[config.mk]
export PLATFORM = sky130hd
export DESIGN_NAME = uart_serial_port_control
export DESIGN_NICKNAME = d
export VERILOG_FILES = /design/src/baud_timer.v /design/src/uart_serial_port_control.v
export VERILOG_INCLUDE_DIRS = /design/src
export SDC_FILE = /design/constraint.sdc
export NUM_CORES = 1
export LEC_CHECK = 0
export BUFFER_PORTS_ARGS = -buffer_cell sky130_fd_sc_hd__buf_4
export CORE_MARGIN = 1.5
export CORE_UTILIZATION = 40
export CTS_CLUSTER_SIZE = 25
export DETAILED_ROUTE_END_ITERATION = 8
export PLACE_DENSITY_LB_ADDON = 0.1
export SLEW_MARGIN = 20
export SYNTH_ARGS = -nofsm -noshare
export SYNTH_HDL_FRONTEND = slang
export SYNTH_SLANG_ARGS = --single-unit
[constraint.sdc]
create_clock -name clk -period 1.6 [get_ports clk]
set_input_delay 0.16 -clock clk [delete_from_list [all_inputs] [get_ports clk]]
set_output_delay 0.16 -clock clk [all_outputs]
set_load 0.01 [all_outputs]
[src/uart_serial_defines.vh]
// constants for the serial port control block
// assumes an 8-bit special-function register port at the documented addresses
`ifndef UART_SERIAL_DEFINES_VH
`define UART_SERIAL_DEFINES_VH

// ----------------------------------------------------------------------------
// register addresses
// ----------------------------------------------------------------------------
`define SPC_ADDR        8'h98
`define SDB_ADDR        8'h99

// ----------------------------------------------------------------------------
// control register fields
// ----------------------------------------------------------------------------
`define SPC_MODE_BIT    7
`define SPC_UNUSED_BIT  6
`define SPC_MCE_BIT     5
`define SPC_REN_BIT     4
`define SPC_TB8_BIT     3
`define SPC_RB8_BIT     2
`define SPC_TI_BIT      1
`define SPC_RI_BIT      0
`define SPC_RESET       8'h40

// ----------------------------------------------------------------------------
// framing and timing
// ----------------------------------------------------------------------------
`define OVF_PER_BIT     2
`define RX_SAMPLE_OVF   1
`define FRAME8_BITS     4'd10
`define FRAME9_BITS     4'd11

`endif

[src/baud_timer.v]
// 8-bit auto-reload timer producing a one-cycle overflow pulse
// assumes tick is a one-cycle count enable on clk
`timescale 1ns/1ps
`default_nettype none

module baud_timer #(
    parameter WIDTH = 8
) (
    input  wire             clk,
    input  wire             reset,
    input  wire             tick,
    input  wire             restart,
    input  wire [WIDTH-1:0] reloadValue,
    output reg              overflow
);

    reg [WIDTH-1:0] count_r;

    always @(posedge clk) begin
        if (reset) begin
            count_r  <= {WIDTH{1'b0}};
            overflow <= 1'b0;
        end else if (restart) begin
            count_r  <= reloadValue;
            overflow <= 1'b0;
        end else if (tick) begin
            overflow <= &count_r;
            count_r  <= (&count_r) ? reloadValue : count_r + 1'b1;
        end else begin
            overflow <= 1'b0;
        end
    end

endmodule // baud_timer

`default_nettype wire

[src/uart_serial_port_control.v]
// serial port control: framing, receive gating, flags and data buffer
// assumes a synchronous 8-bit register port, timer tick from the system timer
`timescale 1ns/1ps
`default_nettype none

`include "uart_serial_defines.vh"

// Contract
// control bit 7 selects 8-bit framing at 0, 9-bit framing at 1
// control bit 6 reads one, writes ignored
// 8-bit mode: with address match enabled, receive needs stop bit one
// 9-bit mode: with address match enabled, receive needs ninth bit one
// no frame is received while receive gate is zero; code gates only the start edge, so a frame already begun is still received
// 9-bit mode sends tx ninth bit as ninth bit; ignored in 8-bit
// accepted frame loads rx ninth bit with stop bit or ninth bit
// tx done sets after 8th data bit or at start of stop bit
// rx done sets when stop bit of accepted byte is sampled
// hardware never clears done flags; software writes zero
// either done flag raises interrupt while interrupt is enabled
// bit rate is timer overflow halved; receive timer reloads on start edge
// frame is start, eight data bits lsb first, stop
// data buffer write starts transmit; read returns received byte
// buffer loads only if rx done clear and address check passes
// transmit line idles high
module uart_serial_port_control #(
    parameter TIMER_WIDTH = 8
) (
    input  wire                   clk,
    input  wire                   reset,
    input  wire                   timerTick,
    input  wire [TIMER_WIDTH-1:0] baudTimerReload,
    input  wire                   intEnable,
    input  wire [7:0]             regAddr,
    input  wire                   regWrite,
    input  wire [7:0]             regWdata,
    input  wire                   regRead,
    output reg  [7:0]             regRdata,
    input  wire                   rxPin,
    output reg                    txPin,
    output wire                   irq
);

    // ------------------------------------------------------------------------
    // control register
    // ------------------------------------------------------------------------
    reg       frameWidthSelect_r;
    reg       addressMatchEnable_r;
    reg       receiveGate_r;
    reg       txNinthBit_r;
    reg       rxNinthBit_r;
    reg       txDoneFlag_r;
    reg       rxDoneFlag_r;
    reg [7:0] serialDataBuffer_r;

    wire ctlWr = regWrite && (regAddr == `SPC_ADDR);
    wire bufWr = regWrite && (regAddr == `SDB_ADDR);

    wire txDoneSet;
    wire rxAccept;
    wire rxNinthValue;
    wire [7:0] rxByte;

    wire [7:0] ctlValue = {frameWidthSelect_r, 1'b1, addressMatchEnable_r,
                           receiveGate_r, txNinthBit_r, rxNinthBit_r,
                           txDoneFlag_r, rxDoneFlag_r};

    always @(posedge clk) begin
        if (reset) begin
            frameWidthSelect_r   <= 1'b0;
            addressMatchEnable_r <= 1'b0;
            receiveGate_r        <= 1'b0;
            txNinthBit_r         <= 1'b0;
            rxNinthBit_r         <= 1'b0;
            txDoneFlag_r         <= 1'b0;
            rxDoneFlag_r         <= 1'b0;
            serialDataBuffer_r   <= 8'h00;
        end else begin
            if (ctlWr) begin
                frameWidthSelect_r   <= regWdata[`SPC_MODE_BIT];
                addressMatchEnable_r <= regWdata[`SPC_MCE_BIT];
                receiveGate_r        <= regWdata[`SPC_REN_BIT];
                txNinthBit_r         <= regWdata[`SPC_TB8_BIT];
                rxNinthBit_r         <= regWdata[`SPC_RB8_BIT];
                txDoneFlag_r         <= regWdata[`SPC_TI_BIT];
                rxDoneFlag_r         <= regWdata[`SPC_RI_BIT];
            end
            // set wins over a software clear in the same cycle
            if (txDoneSet)
                txDoneFlag_r <= 1'b1;
            if (rxAccept) begin
                rxDoneFlag_r       <= 1'b1;
                rxNinthBit_r       <= rxNinthValue;
                serialDataBuffer_r <= rxByte;
            end
        end
    end

    always @(posedge clk) begin
        if (reset)
            regRdata <= 8'h00;
        else if (regRead && regAddr == `SPC_ADDR)
            regRdata <= ctlValue;
        else if (regRead && regAddr == `SDB_ADDR)
            regRdata <= serialDataBuffer_r;
        else if (regRead)
            regRdata <= 8'h00;
    end

    assign irq = intEnable && (txDoneFlag_r || rxDoneFlag_r);

    // ------------------------------------------------------------------------
    // bit timers
    // ------------------------------------------------------------------------
    // receive copy of the timer restarts on a start edge, independent of tx
    wire txOvf;
    wire rxOvf;
    reg  rxPrev_r;
    reg  rxActive_r;
    wire startEdge = receiveGate_r && !rxActive_r && rxPrev_r && !rxPin;

    baud_timer #(.WIDTH(TIMER_WIDTH)) txTimer (
        .clk         (clk),
        .reset       (reset),
        .tick        (timerTick),
        .restart     (1'b0),
        .reloadValue (baudTimerReload),
        .overflow    (txOvf)
    );

    baud_timer #(.WIDTH(TIMER_WIDTH)) rxTimer (
        .clk         (clk),
        .reset       (reset),
        .tick        (timerTick),
        .restart     (startEdge),
        .reloadValue (baudTimerReload),
        .overflow    (rxOvf)
    );

    // ------------------------------------------------------------------------
    // transmitter
    // ------------------------------------------------------------------------
    reg       txBusy_r;
    reg       txHalf_r;
    reg [3:0] txBit_r;
    reg [9:0] txShift_r;
    reg [3:0] txLen_r;
    reg       txFlagDone_r;
    reg       txWait_r;
    wire      txBitEnd = txBusy_r && txOvf && txHalf_r; // overflow halved

    // 9-bit mode flags at the start of stop; 8-bit right after the 8th bit
    assign txDoneSet = txBitEnd && !txFlagDone_r &&
                       (txBit_r == txLen_r - 4'd2);

    always @(posedge clk) begin
        if (reset) begin
            txBusy_r     <= 1'b0;
            txHalf_r     <= 1'b0;
            txBit_r      <= 4'd0;
            txShift_r    <= 10'h3ff;
            txLen_r      <= `FRAME8_BITS;
            txFlagDone_r <= 1'b0;
            txWait_r     <= 1'b0;
            txPin        <= 1'b1;
        end else if (bufWr && !txBusy_r) begin
            // frame: start, data lsb first, ninth in 9-bit mode only, stop
            txBusy_r     <= 1'b1;
            txHalf_r     <= 1'b0;
            txBit_r      <= 4'd0;
            txFlagDone_r <= 1'b0;
            txLen_r      <= frameWidthSelect_r ? `FRAME9_BITS : `FRAME8_BITS;
            txShift_r    <= frameWidthSelect_r ? {1'b1, txNinthBit_r, regWdata}
                                               : {1'b1, 1'b1, regWdata};
            txWait_r     <= 1'b1;
        end else if (txBusy_r && txOvf && txWait_r) begin
            // free-running timer: start bit waits for an overflow so it lasts a full bit
            txWait_r <= 1'b0;
            txPin    <= 1'b0;
        end else if (txBusy_r && txOvf) begin
            txHalf_r <= ~txHalf_r;
            if (txHalf_r) begin
                if (txDoneSet)
                    txFlagDone_r <= 1'b1;
                if (txBit_r == txLen_r - 4'd1) begin
                    txBusy_r <= 1'b0;
                    txPin    <= 1'b1;
                end else begin
                    txBit_r   <= txBit_r + 4'd1;
                    txPin     <= txShift_r[0];
                    txShift_r <= {1'b1, txShift_r[9:1]};
                end
            end
        end
    end

    // ------------------------------------------------------------------------
    // receiver
    // ------------------------------------------------------------------------
    // samples at the middle of each bit: first overflow after the edge
    reg       rxHalf_r;
    reg [3:0] rxBit_r;
    reg [9:0] rxShift_r;
    reg [3:0] rxLen_r;
    wire      rxSample = rxActive_r && rxOvf && !rxHalf_r;
    wire      rxStopNow = rxSample && (rxBit_r == rxLen_r - 4'd1);
    wire      rxNine = (rxLen_r == `FRAME9_BITS);

    assign rxByte       = rxNine ? rxShift_r[8:1] : rxShift_r[9:2];
    assign rxNinthValue = rxNine ? rxShift_r[9] : rxPin;
    // in 9-bit mode the stop bit level does not matter
    wire matchOk = !addressMatchEnable_r ||
                   (rxNine ? rxShift_r[9] : rxPin);
    assign rxAccept = rxStopNow && !rxDoneFlag_r && matchOk;

    always @(posedge clk) begin
        if (reset) begin
            rxPrev_r   <= 1'b1;
            rxActive_r <= 1'b0;
            rxHalf_r   <= 1'b0;
            rxBit_r    <= 4'd0;
            rxShift_r  <= 10'h000;
            rxLen_r    <= `FRAME8_BITS;
        end else begin
            rxPrev_r <= rxPin;
            if (startEdge) begin
                rxActive_r <= 1'b1;
                rxHalf_r   <= 1'b0;
                rxBit_r    <= 4'd0;
                rxLen_r    <= frameWidthSelect_r ? `FRAME9_BITS : `FRAME8_BITS;
            end else if (rxActive_r && rxOvf) begin
                rxHalf_r <= ~rxHalf_r;
                if (!rxHalf_r) begin
                    if (rxBit_r == 4'd0 && rxPin)
                        rxActive_r <= 1'b0; // false start, glitch rejected
                    else if (rxStopNow)
                        rxActive_r <= 1'b0;
                    else begin
                        rxBit_r   <= rxBit_r + 4'd1;
                        rxShift_r <= {rxPin, rxShift_r[9:1]};
                    end
                end
            end
        end
    end

endmodule // uart_serial_port_control

`default_nettype wire

==> results.sh, run 1 <==
export IMPL_status="finished, violations left"
export IMPL_violations="negative setup slack"
export IMPL_drive_gt1_share_pct=27.9
export IMPL_place_congestion=0.793
export IMPL_fin_crit_sh_pct=102
export IMPL_slew_headroom_pct=73.5
export IMPL_cts_tree="built"
export IMPL_cts_buffers=9
export IMPL_setup_viol=3
export IMPL_fin_ws_ns=-0.0268
export IMPL_fin_nets=540
export IMPL_grt_met1_usage_pct=26.9
export IMPL_overflow=0
export IMPL_most_common_layout_cells="buf_4, dfxtp_1, nand2_1"
export IMPL_drc_errors=0
export IMPL_synth_top_cell_area_share_pct=40.4
export IMPL_p_clk_share_pct=43.7
export IMPL_power_switching_w=0.000857
export IMPL_rsz0062_at_grt="true"
export IMPL_seq_area_um2=1550
export IMPL_seqPwrFrac_pct=50.9
export IMPL_totalNegativeSetupSlack_ns=-0.0410
export IMPL_postSynthAreaPerCell_um2=8.78
export IMPL_grtUsageMet2_pct=28.3
export IMPL_powerDensity_nw_per_um2=764
export IMPL_synth_area_leaders="dfxtp_1, mux2i_1, a21oi_1"
export IMPL_cts_root_buffer="clkbuf_8"
export IMPL_multi_input_area_um2=2330
export IMPL_netlist_instances=435
export IMPL_netlist_area_um2=3820
export IMPL_track_usage_pct=18.8
export IMPL_numClockSinks=77
export IMPL_max_clock_freq_ghz=0.615
export IMPL_first_global_vias=3055
export IMPL_r2r_slack_ns=-0.03
export IMPL_place_ws_ns=-0.149
export IMPL_start_kind="flip-flop"
export IMPL_synth_ff_type="dfxtp_1"
export IMPL_synth_top_area_cell="dfxtp_1"
export IMPL_busiest_layer="met2"
export IMPL_drtPass1Iterations=4
export IMPL_endpoint_kind="flip-flop"
export IMPL_worstPathRequired_ns=1.86
export IMPL_timing_max_transition_violations_final=0
export IMPL_clockBufferDepth=2
export IMPL_vias=3415
export IMPL_hpwl_mm=6.53
export IMPL_cp_max_fo=10
export IMPL_htree_levels=3
export IMPL_grt_use_met3_pct=3.12
export IMPL_worst_hold_slack_ns=0.0644
export IMPL_area_growth_pct=30.0
export IMPL_die_w_um=101
export IMPL_ys_ff_latch=77
export IMPL_cap_violations=0
export IMPL_leakage_nw=1.92
export IMPL_synth_fp_nets=471
export IMPL_diodes=0
export IMPL_wirelength_mm=9.54
export IMPL_ys_warnings_count=0
export IMPL_die_area_um2=10100
export IMPL_ys_types=58
export IMPL_wl_per_cell_um=15.0
export IMPL_portBuffers=40
export IMPL_clk_pin_slew_ns=0.09
export IMPL_row_count=35
export IMPL_holdCritPathClass="in2reg"
export IMPL_p_comb_share_pct=5.5
export IMPL_p_int_w=0.00294
export IMPL_coreArea_um2=9240
export IMPL_critPathArrivalTime_ns=1.89
export IMPL_num_io_pins=41
export IMPL_num_fill_cells=872
export IMPL_synthArstFlopShare_pct=0
export IMPL_fin_crit_ns=1.63
export IMPL_skew_ns=0.0144
export IMPL_final_common_cell="buf_4"
export IMPL_total_power_w=0.00380
export IMPL_crit_type="reg2reg"
export IMPL_ir_worst_vdd_mv=0.400
export IMPL_synth_seq_area_share_pct=40.4
export IMPL_vias_per_cell=5.35
export IMPL_grt_pass1_wl_mm=15.1
export IMPL_drtIter0Drc=92
export IMPL_ant_nets=0
export IMPL_hold_violations=0
export IMPL_tightest_slew_ns=0.397
export IMPL_antenna_found_initial=0
export IMPL_die_y_um=101
export IMPL_synth_edf_count=0
export IMPL_p_sw_share_pct=22.6
export IMPL_initial_core_util_pct=41.3
export IMPL_crit_start="rxLen_r[0]$_SDFFE_PP0P_"
export IMPL_grt_max_degree=39
export IMPL_r2r_start="rxLen_r[0]$_SDFFE_PP0P_"
export IMPL_worstHoldStart="regWdata[4]"
export IMPL_clk_latency_ns=0.35
export IMPL_holdBufCountCts=0
[power by group through the flow]
| stage | Clock [W] | Sequential (W) | Combinational (W) |
|---|---|---|---|
| floorplan | 0 | 0.00198 | 0.0000939 |
| global placement | 0 | 0.00198 | 0.000208 |
| detailed placement | 0 | 0.00198 | 0.000210 |
| CTS | 0.00169 | 0.00193 | 0.000210 |
| global route | 0.00178 | 0.00193 | 0.000227 |
| finish | 0.00166 | 0.00193 | 0.000207 |
[cell families (layout without fill, tap and decap cells)]
kind of cell,count (synthesis),in the layout,share of synthesized area [%]
simple gates,181,181,25.9
compound gates,101,101,18.0
flops,77,77,40.4
mux,33,33,8.97
buf+inv,33,107,3.96
fa+ha+maj,5,5,1.64
xor+xnor,5,5,1.15
[area by class of cell]
| cell class | count | area share [%] |
|---|---|---|
| Sequential cell | 77 | 31.2 |
| Multi-Input combinational cell | 325 | 46.8 |
| Clock inverter | 6 | 1.74 |
| Inverter | 7 | 0.529 |
| Clock buffer | 10 | 2.77 |
| Tap cell | 129 | 3.25 |
| Timing Repair Buffer | 84 | 13.7 |
[state kept, by name, indices dropped and copies added, names as in the netlist, 4 cells and up]
signal and flops:
serialDataBuffer_r 8, txShift_r 9, rxShift_r 9, rxBit_r 4, txTimer.count_r 8, rxTimer.count_r 8, regRdata 8, txBit_r 4
[per-stage QoR]
step,utilization [%],cell area [um2],instances
3_5_place_dp,48.4,4470,617
5_1_grt,53.8,4970,638
6_report,53.8,4970,638
4_1_cts,51.0,4710,633
2_1_floorplan,-,3820,435
3_3_place_gp,48.4,4470,617
[critical path, cell delays in order (launching register included)]
cell and delay [ns]:
dfxtp_4 0.38, mux2i_2 0.16, buf_4 0.15, a2111oi_4 0.35, buf_6 0.19, a21oi_1 0.09
nor3_1 0.23
[path summary, 6_finish.rpt]
check	depth (start not counted)	to
max	6	serialDataBuffer_r[1]$_SDFFE_PP0P_
min	3	receiveGate_r$_SDFFE_PP0P_
max reg2reg	6	serialDataBuffer_r[1]$_SDFFE_PP0P_
min reg2reg	2	txPin$_SDFFE_PP1P_
[per-layer routing]
metal / share of wire [%] / vias up
met5: 0 / -
met4: 0.57 / 0
met3: 3.8 / 4
met2: 46 / 70
met1: 50 / 1595
li1: - / 1746
[synthesized netlist by cell type (2+ instances only)]
| cell | number |
|---|---|
| buf_2 | 6 |
| nand2b_1 | 3 |
| o21a_1 | 3 |
| o21ai_1 | 2 |
| nor2b_1 | 14 |
| ha_1 | 5 |
| and4_1 | 11 |
| mux2i_1 | 25 |
| nand2_1 | 40 |
| xor2_1 | 3 |
| and2_1 | 4 |
| nand3_1 | 8 |
| and3_1 | 4 |
| nor3b_1 | 5 |
| nor3_2 | 2 |
| a311oi_1 | 9 |
| nand4_1 | 6 |
| a211oi_1 | 4 |
| nor2_1 | 37 |
| xnor2_1 | 2 |
| and2b_1 | 4 |
| dfxtp_1 | 77 |
| buf_1 | 4 |
| or3_1 | 5 |
| a21oi_1 | 36 |
| a31oi_1 | 5 |
| and3b_1 | 3 |
| nor3_1 | 22 |
| mux2_2 | 7 |
| a41oi_1 | 2 |
| nand3b_1 | 2 |
| clkbuf_1 | 12 |
| nand4bb_1 | 3 |
| a2111oi_0 | 9 |
| buf_6 | 2 |
| or4_1 | 2 |
| o21ai_0 | 17 |
| inv_1 | 7 |
| a21boi_0 | 2 |
| or2_2 | 3 |
[repair_timing]
item,CTS,global route
setup buffers,0,6
gates resized for setup,6,41
endpoints found under the setup margin,9,32
pin swaps,1,14
cloned,0,0
(Power assumes the default switching activity.)
==> inputs of run 2 (changes only) <==
Settings changed: PLACE_DENSITY_LB_ADDON 0.1 to 0.12, SYNTH_HIERARCHICAL set to 1.
==> run 2 against run 1 <==
Compared with the run above: the run still ends with negative setup slack left; critical endpoint is now txShift_r[7]$_SDFFE_PP1P_; final cell count up 4.7%; largest cell class unchanged; total power down 2.1%; utilization down 2.5 points.
==> results.sh, run 2 <==
export IMPL_area_growth_pct=24.9
export IMPL_synth_edf_count=0
export IMPL_postSynthAreaPerCell_um2=8.83
export IMPL_setup_viol=1
export IMPL_synth_fp_nets=488
export IMPL_cpMaxStageDelayCell="or3_4"
export IMPL_synth_top_area_cell="dfxtp_1"
export IMPL_synthArstFlopShare_pct=0
export IMPL_portBuffers=40
export IMPL_grt_pass1_wl_mm=16.7
export IMPL_numClockSinks=77
export IMPL_synth_area_leaders="dfxtp_1, mux2i_1, a21oi_1"
export IMPL_holdCritPathClass="in2reg"
export IMPL_die_w_um=103
export IMPL_track_usage_pct=20.3
export IMPL_leakage_nw=1.83
export IMPL_fin_ws_ns=-0.0158
export IMPL_ant_nets=0
export IMPL_worstPathCellList="or2b_1 -> or3_4 -> buf_8 -> buf_4 -> nor3_1 -> a311oi_2"
export IMPL_clk_latency_ns=0.35
export IMPL_synth_top_cells_by_count="dfxtp_1, nor2_1, nand2_1"
export IMPL_num_fill_cells=960
export IMPL_final_common_cell="buf_4"
export IMPL_cp_max_fo=16
export IMPL_seq_area_um2=1550
export IMPL_skew_ns=0.0123
export IMPL_vias_per_cell=5.48
export IMPL_multi_input_area_um2=2340
export IMPL_endpoint_kind="flip-flop"
export IMPL_die_area_um2=10600
export IMPL_coreArea_um2=9730
export IMPL_cpPeakStageDelay_ns=0.34
export IMPL_vias=3661
export IMPL_grt_max_degree=33
export IMPL_final_cells=668
export IMPL_htree_levels=3
export IMPL_ir_worst_vdd_mv=0.349
export IMPL_worst_r2r_path_depth=6
export IMPL_cts_tree="built"
export IMPL_cts_root_buffer="clkbuf_8"
export IMPL_antenna_found_initial=0
export IMPL_ys_ff_latch=77
export IMPL_max_clock_freq_ghz=0.619
export IMPL_most_common_layout_cells="buf_4, dfxtp_1, nor2_1"
export IMPL_whs_path_depth=3
export IMPL_violations="negative setup slack"
export IMPL_num_io_pins=41
export IMPL_cts_buffers=9
export IMPL_cap_violations=0
export IMPL_powerDensity_nw_per_um2=746
export IMPL_drtIter0Drc=158
export IMPL_drc_errors=0
export IMPL_ys_warnings_count=6
export IMPL_netlist_area_um2=3990
export IMPL_crit_buf_inv=2
export IMPL_timing_max_transition_violations_final=0
export IMPL_synth_ff_type="dfxtp_1"
export IMPL_row_count=36
export IMPL_ys_types=67
export IMPL_wl_per_cell_um=15.6
export IMPL_synth_top_cell_area_share_pct=38.6
export IMPL_crit_type="reg2reg"
export IMPL_overflow=0
export IMPL_status="finished, violations left"
export IMPL_clockBufferDepth=2
export IMPL_fin_crit_sh_pct=101
export IMPL_hold_violations=0
export IMPL_dpl_cell_count=648
export IMPL_die_y_um=103
export IMPL_wirelength_mm=10.4
export IMPL_netlist_instances=452
export IMPL_holdBufCountCts=0
export IMPL_rsz0062_at_grt="true"
export IMPL_hpwl_mm=7.30
export IMPL_clk_pin_slew_ns=0.08
export IMPL_drtPass1Iterations=4
export IMPL_cp_depth=6
export IMPL_reg_largest_list="rxShift_r (9), txShift_r (9)"
export IMPL_total_power_w=0.00372
export IMPL_start_kind="flip-flop"
export IMPL_worstPathRequired_ns=1.83
export IMPL_diodes=0
export IMPL_synth_most_common_cell="dfxtp_1"
export IMPL_drive_gt1_share_pct=29.9
export IMPL_fin_crit_ns=1.62
export IMPL_critPathArrivalTime_ns=1.84
export IMPL_first_global_vias=3324
export IMPL_synth_seq_area_share_pct=38.6
export IMPL_critPathTopFamily="simple AND/OR/NAND/NOR gates"
export IMPL_initial_core_util_pct=41.0
export IMPL_place_congestion=0.791
export IMPL_fin_nets=566
==> run 2: cell count changes after synthesis, sizes merged, moves of 7 or more <==
cell,change
o21ai,+10
inv,+8
nand2,-7
mux2i,-7
a2111oi,-10
o31ai,+8
o311ai,+8
nand3,+15
==> run 2: final timing paths <==
kind              slack [ns]                         endpoint                      start
hold / removal          0.07  rxTimer/count_r[2]$_SDFFE_PP0P_         baudTimerReload[2]
hold reg to reg         0.46        txFlagDone_r$_SDFFE_PP0P_  txFlagDone_r$_SDFFE_PP0P_
setup reg to reg       -0.02        txShift_r[7]$_SDFFE_PP1P_      txBusy_r$_SDFFE_PP0P_
setup / recovery       -0.02        txShift_r[7]$_SDFFE_PP1P_      txBusy_r$_SDFFE_PP0P_
==> run 2: logic make-up after synthesis <==
logic type,share of synthesized area [%]
XOR/XNOR,1.32
other,0.0940
multiplexers,6.74
flip-flops,38.6
AND/OR/NAND/NOR,25.9
buffers and inverters,4.86
AO/OA/AOI/OAI,20.9
adder cells (fa/ha/maj),1.57
==> run 2: layout make-up <==
| cell class | count | share of cell area [%] |
|---|---|---|
| multi-input cells | 338 | 46.9 |
| inverters | 15 | 1.18 |
| flip-flops and latches | 77 | 31.0 |
| repair buffers | 89 | 13.6 |
| well taps | 133 | 3.34 |
| clock buffers | 12 | 2.91 |
| clock inverters | 4 | 0.954 |
==> run 2: report_power, final <==
part           internal (W)  switching (W)  leakage [nW]
clock              0.000761       0.000732        0.0964
combinational      0.000124       0.000144          1.11
sequential          0.00193      0.0000221         0.625
==> run 2: routing by layer <==
layer / track usage, % / up-vias / wire length [um]
met2: 31.7 / 57 / 4880
li1: - / 1849 / -
met1: 28.5 / 1749 / 5080
met3: 3.80 / 6 / 351
met4: 6.44 / 0 / 88
met5: 0 / - / 0
==> run 2: worst register-to-register path: stages (launching register included) <==
cell and delay (ns):
dfxtp_2 0.32, or2b_1 0.23, or3_4 0.34, buf_8 0.16, buf_4 0.15, nor3_1 0.22
a311oi_2 0.07
==> run 2: per-stage QoR <==
stage / cell area (um2) / hold slack, ns / worst slack, ns / setup TNS (ns) / util, %
floorplan: 4000 / 0.267 / 0.0484 / 0 / -
global placement: 4660 / 0.418 / -0.0337 / -0.0456 / 47.9
detailed placement: 4660 / 0.425 / -0.0322 / -0.158 / 47.9
CTS: 4880 / 0.0595 / -0.00257 / -0.00257 / 50.1
global route: 4980 / 0.0711 / -0.0632 / -0.234 / 51.2
finish: 4980 / 0.0701 / -0.0158 / -0.0158 / 51.2
==> run 2: what timing repair did <==
action | CTS | global route
resized for setup | 4 | 26
setup buffers | 0 | 4
endpoints found under the setup margin | 9 | 38
pin swaps | 0 | 5
